## src/verilog/bsbe_pkg.sv

```systemverilog
// Shared constants, operation codes and carrier structs for the skip, branch and bit execution unit.
package bsbe_pkg;

  // Widths of the program counter, branch offset, I/O address and register index.
  localparam int BSBE_PC_W = 12;
  localparam int BSBE_OFS_W = 7;
  localparam int BSBE_IO_W = 5;
  localparam int BSBE_RD_W = 5;

  // Bit positions of the flags inside the status register.
  localparam logic [2:0] BSBE_FLAG_C = 3'h0;
  localparam logic [2:0] BSBE_FLAG_Z = 3'h1;
  localparam logic [2:0] BSBE_FLAG_N = 3'h2;
  localparam logic [2:0] BSBE_FLAG_V = 3'h3;
  localparam logic [2:0] BSBE_FLAG_S = 3'h4;
  localparam logic [2:0] BSBE_FLAG_H = 3'h5;
  localparam logic [2:0] BSBE_FLAG_T = 3'h6;
  localparam logic [2:0] BSBE_FLAG_I = 3'h7;

  // Cycle costs of the operations.
  localparam logic [1:0] BSBE_COST_ONE = 2'h1;
  localparam logic [1:0] BSBE_COST_TWO = 2'h2;
  localparam logic [1:0] BSBE_COST_THREE = 2'h3;

  // Program counter advances for fall-through and the two skip lengths.
  localparam logic [BSBE_PC_W-1:0] BSBE_PC_STEP = 12'h001;
  localparam logic [BSBE_PC_W-1:0] BSBE_PC_SKIP_ONE = 12'h002;
  localparam logic [BSBE_PC_W-1:0] BSBE_PC_SKIP_TWO = 12'h003;

  // Reset values.
  localparam logic [7:0] BSBE_BYTE_RST = 8'h00;
  localparam logic [BSBE_PC_W-1:0] BSBE_PC_RST = 12'h000;

  // Operations this unit executes.
  typedef enum logic [3:0] {
    BSBE_OP_SKIP_REG_BIT_CLEAR = 4'h0,
    BSBE_OP_SKIP_REG_BIT_SET = 4'h1,
    BSBE_OP_SKIP_IO_BIT_CLEAR = 4'h2,
    BSBE_OP_SKIP_IO_BIT_SET = 4'h3,
    BSBE_OP_BRANCH_FLAG_SET = 4'h4,
    BSBE_OP_BRANCH_FLAG_CLEAR = 4'h5,
    BSBE_OP_IO_BIT_WRITE_ONE = 4'h6,
    BSBE_OP_IO_BIT_WRITE_ZERO = 4'h7,
    BSBE_OP_SHIFT_LEFT_LOGICAL = 4'h8,
    BSBE_OP_SHIFT_RIGHT_LOGICAL = 4'h9,
    BSBE_OP_ROTATE_LEFT_CARRY = 4'ha
  } bsbe_op_type;

  // One decoded instruction with its operands, as handed over by the core.
  typedef struct packed {
    bsbe_op_type op;
    logic [2:0] bit_sel;
    logic [BSBE_RD_W-1:0] rd_addr;
    logic [7:0] reg_val;
    logic [BSBE_IO_W-1:0] io_addr;
    logic [7:0] io_val;
    logic [BSBE_OFS_W-1:0] offset;
    logic [BSBE_PC_W-1:0] pc;
    logic next_two_words;
  } bsbe_req_type;

  // Write-back bundle toward the register file and I/O space.
  typedef struct packed {
    logic reg_we;
    logic [BSBE_RD_W-1:0] rd_addr;
    logic [7:0] reg_wdata;
    logic io_we;
    logic [BSBE_IO_W-1:0] io_addr;
    logic [7:0] io_wdata;
  } bsbe_wb_type;

endpackage

```

## src/verilog/bsbe_flag_eval.sv

```systemverilog
// Condition evaluator for the status-flag branches.
`timescale 1ns/10ps
`default_nettype none

module bsbe_flag_eval
(
  input wire logic [7:0] status_in,
  input wire logic [2:0] sel_in,
  input wire logic want_set_in,
  output logic taken_out
);

  import bsbe_pkg::*;

  // Value of the chosen flag; the sign position is rebuilt from N and V.
  logic flag_val;

  // Pick the flag, then compare it against the wanted polarity.
  always_comb
  begin
    case (sel_in)
      BSBE_FLAG_C: flag_val = status_in[BSBE_FLAG_C]; // [RULE8]
      BSBE_FLAG_Z: flag_val = status_in[BSBE_FLAG_Z]; // [RULE7]
      BSBE_FLAG_N: flag_val = status_in[BSBE_FLAG_N]; // [RULE9]
      BSBE_FLAG_V: flag_val = status_in[BSBE_FLAG_V]; // [RULE14]
      // Derived from N and V so a stale sign bit cannot mislead it.
      BSBE_FLAG_S: flag_val = status_in[BSBE_FLAG_N] ^ status_in[BSBE_FLAG_V]; // [RULE10] [RULE11]
      BSBE_FLAG_H: flag_val = status_in[BSBE_FLAG_H]; // [RULE12]
      BSBE_FLAG_T: flag_val = status_in[BSBE_FLAG_T]; // [RULE13]
      default: flag_val = status_in[BSBE_FLAG_I]; // [RULE15]
    endcase
    taken_out = want_set_in ? flag_val : ~flag_val; // [RULE5] [RULE6]
  end

endmodule

`default_nettype wire

```

## src/verilog/bsbe_shift_unit.sv

```systemverilog
// Shift and rotate datapath with its flag results.
`timescale 1ns/10ps
`default_nettype none

module bsbe_shift_unit
(
  input wire bsbe_pkg::bsbe_op_type op_in,
  input wire logic [7:0] value_in,
  input wire logic [7:0] status_in,
  output logic [7:0] result_out,
  output logic [7:0] status_out
);

  import bsbe_pkg::*;

  // Carry produced by the shifted-out bit.
  logic carry_new;

  // Shift the byte, then refresh Z, C, N and V; other flags pass through.
  always_comb
  begin
    case (op_in)
      BSBE_OP_SHIFT_RIGHT_LOGICAL:
      begin
        result_out = {1'b0, value_in[7:1]}; // [RULE19]
        carry_new = value_in[0];
      end
      BSBE_OP_ROTATE_LEFT_CARRY:
      begin
        result_out = {value_in[6:0], status_in[BSBE_FLAG_C]}; // [RULE20]
        carry_new = value_in[7];
      end
      default:
      begin
        result_out = {value_in[6:0], 1'b0}; // [RULE18]
        carry_new = value_in[7];
      end
    endcase
    status_out = status_in;
    status_out[BSBE_FLAG_C] = carry_new; // [RULE18] [RULE19] [RULE20]
    status_out[BSBE_FLAG_Z] = (result_out == BSBE_BYTE_RST);
    status_out[BSBE_FLAG_N] = result_out[7];
    status_out[BSBE_FLAG_V] = result_out[7] ^ carry_new;
  end

endmodule

`default_nettype wire

```

## src/verilog/bsbe_exec.sv

```systemverilog
// Execution unit for bit skips, flag branches, I/O bit writes and shifts.
//
// Function
// RULE1 - Register bit clear: skip next instruction.
// RULE2 - Register bit set: skip next, flags unchanged.
// RULE3 - I/O bit clear: skip, PC plus two/three.
// RULE4 - I/O bit set: skip, no flag change.
// RULE5 - Flag set branch: PC plus offset plus one.
// RULE6 - Flag clear branch: same arithmetic, else fall.
// RULE7 - Zero flag branches, set and clear.
// RULE8 - Carry branches, including same-or-higher and lower.
// RULE9 - Minus and plus branches test negative.
// RULE10 - Signed ge taken when N xor V zero.
// RULE11 - Signed lt taken when N xor V one.
// RULE12 - Half-carry branches, set and clear.
// RULE13 - Bit-copy flag branches, set and clear.
// RULE14 - Overflow flag branches, set and clear.
// RULE15 - Interrupt enable branches, set and clear.
// RULE16 - I/O bit write one, two cycles.
// RULE17 - I/O bit write zero, two cycles.
// RULE18 - Left shift, zero in, flags updated.
// RULE19 - Right shift, zero in, flags updated.
// RULE20 - Rotate left through carry, flags updated.
// RULE21 - Skip costs one, two or three cycles.
// RULE22 - Branch one/two cycles, signed word offset.
`timescale 1ns/10ps
`default_nettype none

module bsbe_exec
(
  input wire logic ref_clk_in,
  input wire logic rst_n_in,
  input wire logic clk_en_in,
  input wire logic start_in,
  input wire bsbe_pkg::bsbe_req_type req_in,
  input wire logic [7:0] status_in,
  output logic busy_out,
  output logic done_out,
  output logic pc_load_out,
  output logic [bsbe_pkg::BSBE_PC_W-1:0] pc_out,
  output logic taken_out,
  output bsbe_pkg::bsbe_wb_type wb_out,
  output logic status_we_out,
  output logic [7:0] status_out
);

  import bsbe_pkg::*;

  // Sequencer states: idle waits for work, run counts out the cycle cost.
  // A single state bit is enough, since the counter carries the length.
  typedef enum logic [0:0] {
    BSBE_ST_IDLE = 1'b0,
    BSBE_ST_RUN = 1'b1
  } bsbe_state_type;

  // Sign-extends a word offset to program counter width.
  function automatic logic [BSBE_PC_W-1:0] sext_offset(input logic [BSBE_OFS_W-1:0] ofs);
    sext_offset = {{(BSBE_PC_W-BSBE_OFS_W){ofs[BSBE_OFS_W-1]}}, ofs};
  endfunction

  // Reads one bit of a byte by index.
  function automatic logic pick_bit(input logic [7:0] value, input logic [2:0] idx);
    pick_bit = value[idx];
  endfunction

  // Current sequencer state and its next value.
  bsbe_state_type state_reg;
  bsbe_state_type state_next;

  // Remaining cycles before the result is committed.
  logic [1:0] count_reg;

  // Results held while the instruction spends its extra cycles.
  logic [BSBE_PC_W-1:0] pend_pc_reg;
  logic pend_taken_reg;
  bsbe_wb_type pend_wb_reg;
  logic pend_status_we_reg;
  logic [7:0] pend_status_reg;

  // Combinational results of the instruction offered on req_in.
  logic [BSBE_PC_W-1:0] calc_pc;
  logic calc_taken;
  logic [1:0] calc_cost;
  bsbe_wb_type calc_wb;
  logic calc_status_we;
  logic [7:0] calc_status;

  // Outputs of the helper datapaths.
  logic branch_taken;
  logic [7:0] shift_result;
  logic [7:0] shift_status;

  // A request is accepted only when idle and the clock enable is high.
  // A start that arrives while busy is dropped, not queued, so the core must
  // hold the next instruction until it has seen done_out.
  logic accept;

  // The final cycle of a running instruction.
  logic finish;

  assign accept = clk_en_in && start_in && (state_reg == BSBE_ST_IDLE);
  assign finish = clk_en_in && (state_reg == BSBE_ST_RUN) && (count_reg == 2'h0);

  // Branch condition for the generic and named flag branches.
  bsbe_flag_eval u_flag_eval
  (
    .status_in(status_in),
    .sel_in(req_in.bit_sel),
    .want_set_in(req_in.op == BSBE_OP_BRANCH_FLAG_SET),
    .taken_out(branch_taken)
  );

  // Shift and rotate datapath.
  bsbe_shift_unit u_shift_unit
  (
    .op_in(req_in.op),
    .value_in(req_in.reg_val),
    .status_in(status_in),
    .result_out(shift_result),
    .status_out(shift_status)
  );

  // Work out the new program counter, cost and write-back for the offered request.
  always_comb
  begin
    // Defaults describe a one-cycle fall-through that writes nothing; each
    // branch of the case below overrides only what differs from that.
    calc_pc = req_in.pc + BSBE_PC_STEP;
    calc_taken = 1'b0;
    calc_cost = BSBE_COST_ONE;
    calc_wb = '0;
    calc_wb.rd_addr = req_in.rd_addr;
    calc_wb.io_addr = req_in.io_addr;
    calc_wb.io_wdata = req_in.io_val;
    calc_status_we = 1'b0;
    calc_status = status_in;
    case (req_in.op)
      BSBE_OP_SKIP_REG_BIT_CLEAR:
      begin
        calc_taken = ~pick_bit(req_in.reg_val, req_in.bit_sel); // [RULE1]
      end
      BSBE_OP_SKIP_REG_BIT_SET:
      begin
        calc_taken = pick_bit(req_in.reg_val, req_in.bit_sel); // [RULE2]
      end
      BSBE_OP_SKIP_IO_BIT_CLEAR:
      begin
        calc_taken = ~pick_bit(req_in.io_val, req_in.bit_sel); // [RULE3]
      end
      BSBE_OP_SKIP_IO_BIT_SET:
      begin
        calc_taken = pick_bit(req_in.io_val, req_in.bit_sel); // [RULE4]
      end
      BSBE_OP_BRANCH_FLAG_SET, BSBE_OP_BRANCH_FLAG_CLEAR:
      begin
        // Offset is a signed word count added on top of the one-word step.
        calc_taken = branch_taken;
        if (branch_taken)
        begin
          calc_pc = req_in.pc + sext_offset(req_in.offset) + BSBE_PC_STEP; // [RULE5] [RULE6] [RULE22]
          calc_cost = BSBE_COST_TWO; // [RULE22]
        end
      end
      BSBE_OP_IO_BIT_WRITE_ONE:
      begin
        // Read-modify-write of the addressed I/O byte; flags are left alone.
        calc_wb.io_we = 1'b1;
        calc_wb.io_wdata[req_in.bit_sel] = 1'b1; // [RULE16]
        calc_cost = BSBE_COST_TWO; // [RULE16]
      end
      BSBE_OP_IO_BIT_WRITE_ZERO:
      begin
        calc_wb.io_we = 1'b1;
        calc_wb.io_wdata[req_in.bit_sel] = 1'b0; // [RULE17]
        calc_cost = BSBE_COST_TWO; // [RULE17]
      end
      BSBE_OP_SHIFT_LEFT_LOGICAL, BSBE_OP_SHIFT_RIGHT_LOGICAL, BSBE_OP_ROTATE_LEFT_CARRY:
      begin
        calc_wb.reg_we = 1'b1;
        calc_wb.reg_wdata = shift_result; // [RULE18] [RULE19] [RULE20]
        calc_status_we = 1'b1;
        calc_status = shift_status;
      end
      default:
      begin
        // Codes outside the set simply fall through in one cycle.
        calc_taken = 1'b0;
      end
    endcase
    // Skips cover the length of the instruction being stepped over.
    // The four skip codes sit lowest in the op encoding, so one compare picks
    // them out; reordering the enum would silently break this test.
    if (calc_taken && (req_in.op <= BSBE_OP_SKIP_IO_BIT_SET))
    begin
      if (req_in.next_two_words)
      begin
        calc_pc = req_in.pc + BSBE_PC_SKIP_TWO; // [RULE1] [RULE3]
        calc_cost = BSBE_COST_THREE; // [RULE21]
      end
      else
      begin
        calc_pc = req_in.pc + BSBE_PC_SKIP_ONE; // [RULE2] [RULE4]
        calc_cost = BSBE_COST_TWO; // [RULE21]
      end
    end
  end

  // Next state of the sequencer.
  // The default arm recovers an impossible code by returning to idle.
  always_comb
  begin
    state_next = state_reg;
    case (state_reg)
      BSBE_ST_IDLE:
      begin
        if (accept)
        begin
          state_next = BSBE_ST_RUN;
        end
      end
      BSBE_ST_RUN:
      begin
        if (finish)
        begin
          state_next = BSBE_ST_IDLE;
        end
      end
      default:
      begin
        state_next = BSBE_ST_IDLE;
      end
    endcase
  end

  // State register; frozen while the clock enable is low.
  always_ff @(posedge ref_clk_in or negedge rst_n_in)
  begin
    if (!rst_n_in)
    begin
      state_reg <= BSBE_ST_IDLE;
    end
    else if (clk_en_in)
    begin
      state_reg <= state_next;
    end
  end

  // Cycle counter: loaded with cost minus one, so done lands cost cycles after start.
  // Two bits suffice because no operation of this unit costs more than three.
  always_ff @(posedge ref_clk_in or negedge rst_n_in)
  begin
    if (!rst_n_in)
    begin
      count_reg <= 2'h0;
    end
    else if (accept)
    begin
      count_reg <= calc_cost - BSBE_COST_ONE; // [RULE21] [RULE22]
    end
    else if (clk_en_in && (state_reg == BSBE_ST_RUN) && (count_reg != 2'h0))
    begin
      count_reg <= count_reg - 2'h1;
    end
  end

  // Capture results at acceptance; operands may change after the start cycle.
  // Holding them here lets the core change req_in during the extra cycles.
  always_ff @(posedge ref_clk_in or negedge rst_n_in)
  begin
    if (!rst_n_in)
    begin
      pend_pc_reg <= BSBE_PC_RST;
      pend_taken_reg <= 1'b0;
      pend_wb_reg <= '0;
      pend_status_we_reg <= 1'b0;
      pend_status_reg <= BSBE_BYTE_RST;
    end
    else if (accept)
    begin
      pend_pc_reg <= calc_pc;
      pend_taken_reg <= calc_taken;
      pend_wb_reg <= calc_wb;
      pend_status_we_reg <= calc_status_we; // [RULE2] [RULE4] [RULE12]
      pend_status_reg <= calc_status;
    end
  end

  // Busy flag, high from acceptance until the commit cycle begins.
  // It is registered from state_next so that it rises at the accepting edge itself.
  always_ff @(posedge ref_clk_in or negedge rst_n_in)
  begin
    if (!rst_n_in)
    begin
      busy_out <= 1'b0;
    end
    else if (clk_en_in)
    begin
      busy_out <= (state_next == BSBE_ST_RUN);
    end
  end

  // Commit pulses: one cycle of done, program counter load and write strobes.
  // The write-back data fields are copied on every enabled cycle, but only the
  // strobes mark them as new, so the far side must ignore them between commits.
  always_ff @(posedge ref_clk_in or negedge rst_n_in)
  begin
    if (!rst_n_in)
    begin
      done_out <= 1'b0;
      pc_load_out <= 1'b0;
      wb_out <= '0;
      status_we_out <= 1'b0;
    end
    else if (clk_en_in)
    begin
      // Strobes hold for exactly one enabled cycle.
      done_out <= finish;
      pc_load_out <= finish;
      wb_out <= pend_wb_reg;
      wb_out.reg_we <= finish && pend_wb_reg.reg_we;
      wb_out.io_we <= finish && pend_wb_reg.io_we; // [RULE16] [RULE17]
      status_we_out <= finish && pend_status_we_reg; // [RULE18]
    end
  end

  // Committed values, held steady between instructions.
  // Status is committed for every instruction; outside the shifts it echoes
  // the byte sampled at acceptance, which leaves the flags as they were.
  always_ff @(posedge ref_clk_in or negedge rst_n_in)
  begin
    if (!rst_n_in)
    begin
      pc_out <= BSBE_PC_RST;
      taken_out <= 1'b0;
      status_out <= BSBE_BYTE_RST;
    end
    else if (finish)
    begin
      pc_out <= pend_pc_reg;
      taken_out <= pend_taken_reg;
      status_out <= pend_status_reg;
    end
  end

endmodule

`default_nettype wire

```

## config.mk

```make
export PLATFORM = sky130hd
export DESIGN_NAME = bsbe_exec
export DESIGN_NICKNAME = d
export VERILOG_FILES = /design/src/verilog/bsbe_pkg.sv /design/src/verilog/bsbe_flag_eval.sv /design/src/verilog/bsbe_shift_unit.sv /design/src/verilog/bsbe_exec.sv
export SDC_FILE = /design/constraint.sdc
export NUM_CORES = 1
export LEC_CHECK = 0
export ABC_CLOCK_PERIOD_IN_PS = 1800
export BUFFER_PORTS_ARGS = -buffer_cell sky130_fd_sc_hd__buf_4
export CAP_MARGIN = 20
export CELL_PAD_IN_SITES_DETAIL_PLACEMENT = 1
export CELL_PAD_IN_SITES_GLOBAL_PLACEMENT = 2
export CORE_MARGIN = 3
export CORE_UTILIZATION = 31
export DETAILED_ROUTE_END_ITERATION = 16
export PLACE_DENSITY = 0.75
export SETUP_SLACK_MARGIN = 0.05
export SLEW_MARGIN = 30
export SYNTH_ARGS = -nofsm -noshare
export SYNTH_HDL_FRONTEND = slang
export SYNTH_SLANG_ARGS = --single-unit
```

## constraint.sdc

```tcl
create_clock -name ref_clk_in -period 1.8 [get_ports ref_clk_in]
set_input_delay 0.36 -clock ref_clk_in [delete_from_list [all_inputs] [get_ports ref_clk_in]]
set_output_delay 0.36 -clock ref_clk_in [all_outputs]
set_load 0.01 [all_outputs]
```

==> results.json <==
{
  "cts_tree": "done",
  "crit_buf_inv": 1,
  "fp.dieW_um": 140,
  "placementRows": 48,
  "finalCritPeriodShare": 1.31,
  "gp_routability_congestion": 0.838,
  "grt_pass1_wl_um": 28100,
  "total_leakage_power_nw": 3.84,
  "drive_gt1_frac": 0.466,
  "grt_max_degree": 103,
  "io_pins": 118,
  "cp.arrival_ps": 2630,
  "dr_wl_met3_um": 502,
  "wl_met2_um": 8900,
  "holdWs_ps": 40.7,
  "drt_pass1_iterations": 4,
  "die-height_um": 140,
  "die_area_mm2": 0.0196,
  "clock.fmax_mhz": 425,
  "worstMarginPinSlew_ps": 570,
  "cts_buffer_depth": 2,
  "drc_errors": 0,
  "grt_pass1_vias": 5363,
  "place_worst_setup_slack_ps": -1020,
  "wl_per_cell_um": 17.6,
  "cp-startpoint": "req_in[2]",
  "crit_end": "pend_pc_reg[11]",
  "r2r_end": "pc_out[3]",
  "clk_latency_ps": 350,
  "cts.sinks": 102,
  "ys_ff_latch": 102,
  "crit_required_ps": 2080,
  "ctsHtreeMaxLevel": 3,
  "peakVddDrop_mv": 0.520,
  "vias_per_cell": 4.93,
  "violations": "setup timing",
  "grt_overflow": 0,
  "r2r_start": "busy_out",
  "pwr-share-clk": 0.229,
  "holdBufCountCts": 0,
  "slew_viol_final": 0,
  "worstRegToRegCells": 4,
  "path_cells": "buf_6 -> ha_4 -> nor2b_4 -> o31a_1 -> or4_4 -> a31o_4 -> o41ai_4 -> mux2_4 -> a211o_1 -> o211ai_2",
  "max_stage_delay_ps": 430,
  "num_vias": 4895,
  "track_usage": 0.177,
  "finalClockSkew_ps": 6.26,
  "dr.first_iter.drc_count": 195,
  "num-fill-cells": 1946,
  "hold_path_class": "in2async",
  "cts_buffers": 9,
  "clk_pin_slew_ps": 80,
  "cpLargestDelayFamily": "compound AO/OA/AOI/OAI gates",
  "power.density_mw_per_mm2": 1140,
  "path_class": "in2reg",
  "final_cell_mix": "buf_4, nand2_1, dfrtp_1",
  "maxCapViolCount": 0,
  "setup_viol": 15,
  "synth-edff-count": 0,
  "fin_area_mm2": 0.00821,
  "cp_slowest_cell": "or4_4",
  "combPwrFrac": 0.363,
  "initial_utilization": 0.319,
  "ant_nets": 0,
  "start_kind": "input port",
  "core_area_mm2": 0.0174,
  "regToRegSetupSlack_ps": 130,
  "n_antenna_cell": 0,
  "synth.distinct_cells": 64,
  "switching_share": 0.329,
  "wirelength_um": 17500,
  "status": "complete, but fails checks",
  "avgSynthCellArea_um2": 10.0,
  "yosysSeqAreaShare": 0.459,
  "yosysWarnings": 0,
  "placed_area_mm2": 0.00745,
  "cts-root-buf": "clkbuf_16",
  "seqPwrFrac": 0.409,
  "syn_to_final_growth_pct": 47.5,
  "fin_util": 0.471,
  "rsz0062_at_grt": "true",
  "antenna_found_initial": 0,
  "end_kind": "flop",
  "hold_viol": 0,
  "worst_slack_ps": -556,
  "intPower_mw": 6.30,
  "switchingPower_mw": 3.09,
  "period_minus_slack_ps": 2360,
  "netlist_instances": 556,
  "netlist_area_mm2": 0.00556,
  "port_buffers": 117,
  "wl_met1_um": 7720,
  "slew_headroom": 0.620,
  "nNetsFinal": 844,
  "crit_fanout": 2,
  "cp.depth": 10,
  "async_reset_ff_frac": 1.00,
  "final_common_cell": "buf_4",
  "hpwl_um": 13200,
  "syn-num-nets": 637,
  "synth_flop_cell": "dfrtp_1",
  "top_layer": "met4"
}
==> metrics by stage <==
step                      TNS, ps  total power [mW]  cells
after floorplan             -4350              5.47    556
after global placement      -9360              6.99    960
after detailed placement    -9950              7.17    960
after CTS                   -2030              9.44    987
after global routing        -3570              10.0    993
final                       -2620              9.39    993
==> cell families (layout without fill, tap and decap cells) <==
group | Yosys count | count (layout) | share of synthesized area
AO/OA/AOI/OAI | 106 | 106 | 0.125
XOR/XNOR | 22 | 22 | 0.0346
adder cells (fa/ha/maj) | 16 | 16 | 0.0373
buffers and inverters | 40 | 252 | 0.0326
flip-flops | 102 | 102 | 0.459
multiplexers | 74 | 74 | 0.154
AND/OR/NAND/NOR | 196 | 196 | 0.158
==> metal layers <==
layer	up-vias	track usage
met5	-	0
met4	0	0.0433
met3	23	0.0341
met2	90	0.316
met1	2420	0.223
li1	2362	-
==> cell type report <==
| class | instances | area (um^2) | area share |
|---|---|---|---|
| clock inverters | 5 | 76.3 | 0.00930 |
| multi-input cells | 414 | 3140 | 0.383 |
| flip-flops and latches | 102 | 2550 | 0.311 |
| repair buffers | 227 | 1840 | 0.224 |
| inverters | 9 | 58.8 | 0.00716 |
| well taps | 225 | 282 | 0.0343 |
| clock buffers | 11 | 253 | 0.0308 |
==> synth_stat cells, drive strengths merged (8+ instances only) <==
| cell | n | area share |
|---|---|---|
| nand2 | 105 | 0.071 |
| dfrtp | 102 | 0.46 |
| mux2 | 51 | 0.10 |
| nor2 | 37 | 0.025 |
| o21ai | 37 | 0.034 |
| a21oi | 25 | 0.022 |
| clkbuf | 22 | 0.015 |
| mux2i | 19 | 0.034 |
| ha | 15 | 0.034 |
| xnor2 | 12 | 0.019 |
| nand3 | 11 | 0.011 |
| xor2 | 10 | 0.016 |
| buf | 9 | 0.012 |
| inv | 9 | 0.0061 |
| nand2b | 8 | 0.0090 |
| nand4 | 8 | 0.0090 |
==> worst min path at each step <==
| stage | end | depth (start not counted) | slack, ps |
|---|---|---|---|
| floorplan | busy_out | 0 | 60 |
| global placement | pend_wb_reg[9] | 2 | 450 |
| detailed placement | wb_out[26] | 2 | 470 |
| CTS | wb_out[26] | 2 | 90 |
| global route | wb_out[26] | 2 | 100 |
| finish | pend_wb_reg[15] | 2 | 40 |
==> power groups by stage <==
stage          Clock, mW  Combinational [mW]  Sequential, mW
4_1_cts             2.19                3.39            3.86
5_1_grt             2.29                3.74            3.98
3_5_place_dp           0                3.27            3.90
3_3_place_gp           0                3.17            3.82
2_1_floorplan          0                1.54            3.93
6_report            2.15                3.41            3.84
==> timing repair <==
item | in CTS | in global routing
gates resized for setup | 44 | 25
buffers inserted | 12 | 7
pin swaps | 26 | 17
endpoints found under the setup margin | 15 | 48
Note: power is estimated with default switching activity, not from simulation.
